File: config.mk
export PLATFORM = sky130hd
export DESIGN_NAME = oprst_timer
export DESIGN_NICKNAME = d
export VERILOG_FILES = /design/src/common/oprst_pkg.sv /design/src/verilog/oprst_sync.sv /design/src/verilog/oprst_timer.sv
export SDC_FILE = /design/constraint.sdc
export NUM_CORES = 1
export LEC_CHECK = 0
export ABC_CLOCK_PERIOD_IN_PS = 2200
export BUFFER_PORTS_ARGS = -buffer_cell sky130_fd_sc_hd__buf_4
export CAP_MARGIN = 5
export CORE_AREA = 2 2 61 63
export CTS_CLUSTER_SIZE = 30
export DETAILED_ROUTE_END_ITERATION = 12
export DIE_AREA = 0 0 63 65
export PLACE_DENSITY = 0.82
export SLEW_MARGIN = 5
export SYNTH_ARGS = -nofsm -noshare
export SYNTH_HDL_FRONTEND = slang
export SYNTH_HIERARCHICAL = 1
export SYNTH_SLANG_ARGS = --single-unit
File: constraint.sdc
create_clock -name clk -period 2.2 [get_ports clk]
set_clock_uncertainty 0.1 [all_clocks]
set_input_delay 0.44 -clock clk [delete_from_list [all_inputs] [get_ports clk]]
set_output_delay 0.44 -clock clk [all_outputs]
set_load 0.01 [all_outputs]
File: src/common/oprst_pkg.sv
// Package of constants and carrier types for the output power-on reset timer.
// Assumes a single converter oscillator clock of 10 MHz drives all users.
package oprst_pkg;

  // Converter oscillator period in nanoseconds.
  localparam int unsigned CLK_PERIOD_NS = 100;

  // Power-good hold count before reset release, in oscillator cycles.
  localparam int unsigned RELEASE_CYCLES = 65536;

  // Undervoltage filter time, in nanoseconds (about 30 us).
  localparam int unsigned UV_FILTER_NS = 30000;

  // Undervoltage filter length: a least time, so round up.
  localparam int unsigned UV_FILTER_CYCLES =
    (UV_FILTER_NS + CLK_PERIOD_NS - 1) / CLK_PERIOD_NS;

  // Reset value of the open-drain enable: low means pulling the pin down.
  localparam logic RST_OE_N_RESET = 1'b0;

  // Synchronised comparator inputs.
  typedef struct packed {
    logic pgood;
    logic uv;
    logic run;
  } oprst_mon_t;

  // States of the reset timer.
  typedef enum logic [1:0] {
    OPRST_HOLD,
    OPRST_COUNT,
    OPRST_RELEASED
  } oprst_state_t;

endpackage : oprst_pkg

File: src/verilog/oprst_sync.sv
// Three-stage input synchroniser with agreement filter for one pin.
// Assumes the pin is asynchronous to clk; output changes once stages agree.
`timescale 1ns/1ns
`default_nettype none
module oprst_sync
#(
  parameter logic RESET_VAL = 1'b0
)
(
  input wire logic clk,
  input wire logic resetn,
  input wire logic ce,
  input wire logic pin,
  output logic level
);

  logic s1_reg;
  logic s2_reg;
  logic s3_reg;

  // The first stage feeds only the second, to keep metastability contained.
  always_ff @(posedge clk)
  begin
    if (!resetn)
    begin
      s1_reg <= RESET_VAL;
      s2_reg <= RESET_VAL;
      s3_reg <= RESET_VAL;
    end
    else if (ce)
    begin
      s1_reg <= pin;
      s2_reg <= s1_reg;
      s3_reg <= s2_reg;
    end
  end

  always_ff @(posedge clk)
  begin
    if (!resetn)
    begin
      level <= RESET_VAL;
    end
    else if (ce && (s2_reg == s3_reg))
    begin
      level <= s3_reg;
    end
  end

endmodule : oprst_sync
`default_nettype wire

File: src/verilog/oprst_timer.sv
// Output power-on reset timer: drives the open-drain reset pin of the system.
// Assumes comparator and run inputs are asynchronous pins; one 10 MHz clock.
`timescale 1ns/1ns
`default_nettype none
module oprst_timer
#(
  parameter int unsigned RELEASE_CYCLES = oprst_pkg::RELEASE_CYCLES,
  parameter int unsigned UV_CYCLES = oprst_pkg::UV_FILTER_CYCLES
)
(
  input wire logic clk,
  input wire logic resetn,
  input wire logic ce,
  input wire logic pgood_pin,
  input wire logic uv_pin,
  input wire logic run_pin,
  output logic rst_pin_o,
  output logic rst_pin_oe_n,
  output logic counting
);

  localparam int CW = $clog2(RELEASE_CYCLES + 1);
  localparam int UW = $clog2(UV_CYCLES + 1);
  localparam logic [CW-1:0] CNT_LAST = CW'(RELEASE_CYCLES - 1);
  localparam logic [UW-1:0] UV_LAST = UW'(UV_CYCLES - 1);

  oprst_pkg::oprst_mon_t mon;
  oprst_pkg::oprst_state_t state_reg;
  logic [CW-1:0] cnt_reg;
  logic [UW-1:0] uv_cnt_reg;
  logic uv_trip;
  logic shutdown;

  ////////////////////////////////////////////////////////////////////////////
  // Input synchronisers.

  // The run input is the 1.3V run comparison; low means shutdown.
  oprst_sync #(.RESET_VAL(1'b0)) u_sync_run
  (
    .clk(clk),
    .resetn(resetn),
    .ce(ce),
    .pin(run_pin),
    .level(mon.run)
  );

  oprst_sync #(.RESET_VAL(1'b0)) u_sync_pgood
  (
    .clk(clk),
    .resetn(resetn),
    .ce(ce),
    .pin(pgood_pin),
    .level(mon.pgood)
  );

  oprst_sync #(.RESET_VAL(1'b0)) u_sync_uv
  (
    .clk(clk),
    .resetn(resetn),
    .ce(ce),
    .pin(uv_pin),
    .level(mon.uv)
  );

  assign shutdown = !mon.run;

  ////////////////////////////////////////////////////////////////////////////
  // Undervoltage filter.

  // Short dips are ignored so that load steps do not reset the system.
  always_ff @(posedge clk)
  begin
    if (!resetn)
    begin
      uv_cnt_reg <= '0;
    end
    else if (ce)
    begin
      if (!mon.uv || shutdown)
      begin
        uv_cnt_reg <= '0;
      end
      else if (uv_cnt_reg != UV_LAST)
      begin
        uv_cnt_reg <= uv_cnt_reg + 1'b1;
      end
    end
  end

  assign uv_trip = mon.uv && !shutdown && (uv_cnt_reg == UV_LAST);

  ////////////////////////////////////////////////////////////////////////////
  // Reset timer state and delay counter.

  always_ff @(posedge clk)
  begin
    if (!resetn)
    begin
      state_reg <= oprst_pkg::OPRST_HOLD;
    end
    else if (ce)
    begin
      if (shutdown)
      begin
        state_reg <= oprst_pkg::OPRST_HOLD;
      end
      else
      begin
        unique case (state_reg)
          oprst_pkg::OPRST_HOLD:
          begin
            if (mon.pgood)
            begin
              state_reg <= oprst_pkg::OPRST_COUNT;
            end
          end
          oprst_pkg::OPRST_COUNT:
          begin
            if (!mon.pgood)
            begin
              state_reg <= oprst_pkg::OPRST_HOLD;
            end
            else if (cnt_reg == CNT_LAST)
            begin
              state_reg <= oprst_pkg::OPRST_RELEASED;
            end
          end
          oprst_pkg::OPRST_RELEASED:
          begin
            if (uv_trip)
            begin
              state_reg <= oprst_pkg::OPRST_HOLD;
            end
          end
        endcase
      end
    end
  end

  // Clearing on any loss means every release needs a full unbroken count.
  always_ff @(posedge clk)
  begin
    if (!resetn)
    begin
      cnt_reg <= '0;
    end
    else if (ce)
    begin
      if (shutdown || !mon.pgood || state_reg != oprst_pkg::OPRST_COUNT)
      begin
        cnt_reg <= '0;
      end
      else
      begin
        cnt_reg <= cnt_reg + 1'b1;
      end
    end
  end

  ////////////////////////////////////////////////////////////////////////////
  // Open-drain reset output.

  // The pin data is always low; only the enable decides pull-down or release.
  always_ff @(posedge clk)
  begin
    if (!resetn)
    begin
      rst_pin_o <= 1'b0;
      rst_pin_oe_n <= oprst_pkg::RST_OE_N_RESET;
      counting <= 1'b0;
    end
    else if (ce)
    begin
      rst_pin_o <= 1'b0;
      rst_pin_oe_n <= (state_reg == oprst_pkg::OPRST_RELEASED)
        && !shutdown && !uv_trip;
      counting <= (state_reg == oprst_pkg::OPRST_COUNT);
    end
  end

  ////////////////////////////////////////////////////////////////////////////
  // Checks.

  a_shutdown_holds: assert property (@(posedge clk) disable iff (!resetn)
    ce && shutdown |=> !rst_pin_oe_n)
    else $error("Reset released during shutdown.");

  // The counter overshoots by one on the release edge, so look one tick back.
  a_release_count: assert property (@(posedge clk) disable iff (!resetn)
    $changed(state_reg) && state_reg == oprst_pkg::OPRST_RELEASED
    |-> $past(cnt_reg) == CNT_LAST)
    else $error("Reset released without a full count.");

  a_count_clear: assert property (@(posedge clk) disable iff (!resetn)
    ce && (shutdown || !mon.pgood) |=> cnt_reg == '0)
    else $error("Delay counter not cleared.");

  a_count_start: assert property (@(posedge clk) disable iff (!resetn)
    ce && !shutdown && mon.pgood && state_reg == oprst_pkg::OPRST_HOLD
    |=> state_reg == oprst_pkg::OPRST_COUNT)
    else $error("Count did not start on power-good.");

  a_uv_asserts: assert property (@(posedge clk) disable iff (!resetn)
    ce && uv_trip |=> !rst_pin_oe_n)
    else $error("Filtered undervoltage did not assert reset.");

  a_pin_low: assert property (@(posedge clk) disable iff (!resetn)
    !rst_pin_o)
    else $error("Open-drain data not low.");

  a_hold_low: assert property (@(posedge clk) disable iff (!resetn)
    ce && state_reg == oprst_pkg::OPRST_HOLD |=> !rst_pin_oe_n)
    else $error("Reset released while holding.");

  a_run_state: assert property (@(posedge clk) disable iff (!resetn)
    ce && !mon.run |=> state_reg == oprst_pkg::OPRST_HOLD)
    else $error("Shutdown did not return to hold.");

  c_release: cover property (@(posedge clk) $rose(rst_pin_oe_n));
  c_uv_trip: cover property (@(posedge clk) uv_trip);
  c_count_abort: cover property (@(posedge clk)
    state_reg == oprst_pkg::OPRST_COUNT && !mon.pgood);

endmodule : oprst_timer
`default_nettype wire

==> qor.txt <==
Peak VDD IR: 0.435 mV
CTS Hold Bufs: 0
Initial Utilization: 0.562
max reg flops: 17
Routed WL: 3.48 mm
Yosys warning total: 6
Vias/cell: 5.25
CTS Sinks: 42
initial antenna violation count: 0
vias in the first global route: 1367
Leak Pwr: 0.812 nW
drt pass-1 iters: 4
switch share: 0.216
Reg clk slew, reported paths: 0.12 ns
via count: 1454
Syn Inst Count: 214
Slew @ Worst Pin: 0.591 ns
routability-driven placement congestion ratio: 0.753
Floorplan Core Area: 0.00350 mm^2
final setup fails: 0
Rel. slew slack: 0.605
Worst EP required: 2.36 ns
crit-path max FO: 4
CP Capture Type: flop
syn nets: 226
placed insts: 269
grt ovf: 0
IO Port Bufs: 7
Die Width: 63 um
Async S/R FF share, synth: 0
Reg2Reg Depth: 8
Net Sw Power: 0.000283 W
PwrDens: 603 mW/mm^2
row count: 22
drt drc: 0
synthesized area per cell: 9.19 um^2
gr usage total: 0.191
flop-to-flop setup slack: 0.18 ns
top-area cell type share of the netlist area: 0.428
Clk pwr share: 0.364
ANT nets after route: 0
outcome: finished, final reports clean
htree depth: 2
final non-filler cell total: 277
cell internal pwr: 0.00103 W
CP Cell Sequence: nand4_1 > or2_2 > nor4_2 > ha_1 > nand3b_1 > a21boi_1 > o31ai_1 > a21boi_1
Gate power share: 0.047
Routed WL per cell: 12.6 um
Die Area: 0.00410 mm^2
FF+latch count, synth: 42
Synth Cell Area: 0.00197 mm^2
TritonCTS buffer count: 5
Top cell by count, worst path: a21boi_1
Top FF cell, synth: dfxtp_1
CP max stage delay: 0.37 ns
TritonCTS clock tree: yes
HPWL after DPL: 2.42 mm
Iteration-0 DRC Markers: 51
final core occ: 0.623
IO Count: 9
post-route setup TNS: 0 ns
fin nets: 240
WP data arrival: 2.18 ns
Synth area leader: dfxtp_1
Slowest cell on crit path: dfxtp_2
register area share after synthesis: 0.428
Clock Latency Late Sink: 0.36 ns
Die Y-Extent: 65 um
sequential share of power: 0.589
clk buf depth: 2
FMAX: 0.495 GHz
Root Driver: clkbuf_4
P&R area growth vs syn: 10.8%
Slew Limit Fails: 0
first-pass GRT wire length: 6.07 mm
Post-synth EDFFs: 0
R2R Path End: state_reg[0]
total of max-cap violations: 0
Final period util: 0.919
WHS Endpoint: u_sync_run/s1_reg
RSZ-0062 raised after global routing: false
largest net degree at the start of global routing: 25
layout cells sized above 1: 0.131
# diodes: 0
Final Critical Period: 2.02 ns
Hold Slack: 0.240 ns
final hold viol count: 0
ranking of synthesized cells by area: dfxtp_1 43%, xnor2_1 6.7%, mux2i_1 6.1%
Critical R2R Launch: cnt_reg[11]
worst hold stages: 3
Yosys cell types: 36
crit path kind: reg2reg
HP Start: run_pin
CP Launch Type: flop
Hold Crit Class: in2reg
## cells in the mapped netlist, types with 4 or more instances
library cell	number
inv_1	7
nand2b_1	4
nand3_1	7
xnor2_1	15
and2_1	6
nor4_1	5
nand4_1	8
xor2_1	6
dfxtp_1	42
nor3_1	7
mux2i_1	12
nand2_1	15
nor2_1	30
nor2b_1	11
ha_1	6
## metal layers
metal | vias to the layer above | GRT usage | part of all wire
li1 | 765 | - | -
met1 | 666 | 0.238 | 0.48
met2 | 16 | 0.306 | 0.47
met3 | 7 | 0.0521 | 0.026
met4 | 0 | 0.0917 | 0.020
met5 | - | 0 | 0
## layout by cell type (no fill, tap or decap), drive strengths merged, types with 7 or more instances in the layout
master  netlist  routed
nand4         9       9
nand3         7       7
xnor2        15      15
inv           7       7
nor3          7       7
nor2b        11      11
nand2        15      15
mux2i        12      12
nor2         30      30
dfxtp        42      42
buf           3      13
## logic make-up (layout without fill, tap and decap cells)
group / after synthesis / count (layout) / synth area share
AOI/OAI and AO/OA: 19 / 19 / 0.0859
xor gates and xnor gates: 21 / 21 / 0.0936
adders and majority gates: 6 / 6 / 0.0382
buffers and inverters: 13 / 28 / 0.0306
DFF: 42 / 42 / 0.428
muxes: 12 / 12 / 0.0611
other: 1 / 1 / 0.00191
and+or+nand+nor: 100 / 100 / 0.261
## power groups by stage
stage	clock network (W)	registers, W	logic [W]
3_5_place_dp	0	0.000791	0.0000619
2_1_floorplan	0	0.000789	0.0000411
6_report	0.000478	0.000774	0.0000618
5_1_grt	0.000522	0.000776	0.0000675
4_1_cts	0.000493	0.000774	0.0000619
3_3_place_gp	0	0.000790	0.0000597
## repair_timing
item	in CTS	in global routing
endpoints found under the setup margin	0	2
setup buffers	0	0
hold endpoints to repair	0	0
gates resized for setup	0	5
## final cells by class
cell class / instances / area, um^2
fillers: 297 / 1320
multi-input cells: 159 / 1070
flip-flops and latches: 42 / 845
repair buffers: 13 / 97.6
well taps: 48 / 60.1
clock inverters: 3 / 40.0
clock buffers: 5 / 37.5
inverters: 7 / 26.3
## stage by stage
| step | total power [W] | cell area, um^2 | setup WS [ns] |
|---|---|---|---|
| after detailed placement | 0.000853 | 2090 | 0.0959 |
| after global routing | 0.00137 | 2180 | 0.0170 |
| after CTS | 0.00133 | 2170 | 0.0946 |
| after global placement | 0.000850 | 2090 | 0.195 |
| after floorplan | 0.000830 | 1970 | 0.294 |
| final | 0.00131 | 2180 | 0.178 |
## worst max path at each step
stage / start / cells past startpoint / slack [ns] / to
6_report: cnt_reg[11] / 8 / 0.18 / state_reg[0]
5_1_grt: cnt_reg[11] / 8 / 0.02 / state_reg[0]
4_1_cts: cnt_reg[11] / 8 / 0.09 / state_reg[0]
3_5_place_dp: cnt_reg[11] / 8 / 0.1 / state_reg[0]
3_3_place_gp: cnt_reg[11] / 8 / 0.20 / state_reg[0]
2_1_floorplan: cnt_reg[10] / 8 / 0.29 / state_reg[0]
## critical path, delay by kind of cell, from the launching register on
| family | cells | cell delay [ns] |
|---|---|---|
| AND/OR/NAND/NOR | 4 | 0.84 |
| AO/OA/AOI/OAI | 3 | 0.45 |
| adder cells (fa/ha/maj) | 1 | 0.18 |
| flip-flops | 1 | 0.37 |
No activity file was read; power rests on OpenSTA's default activity.
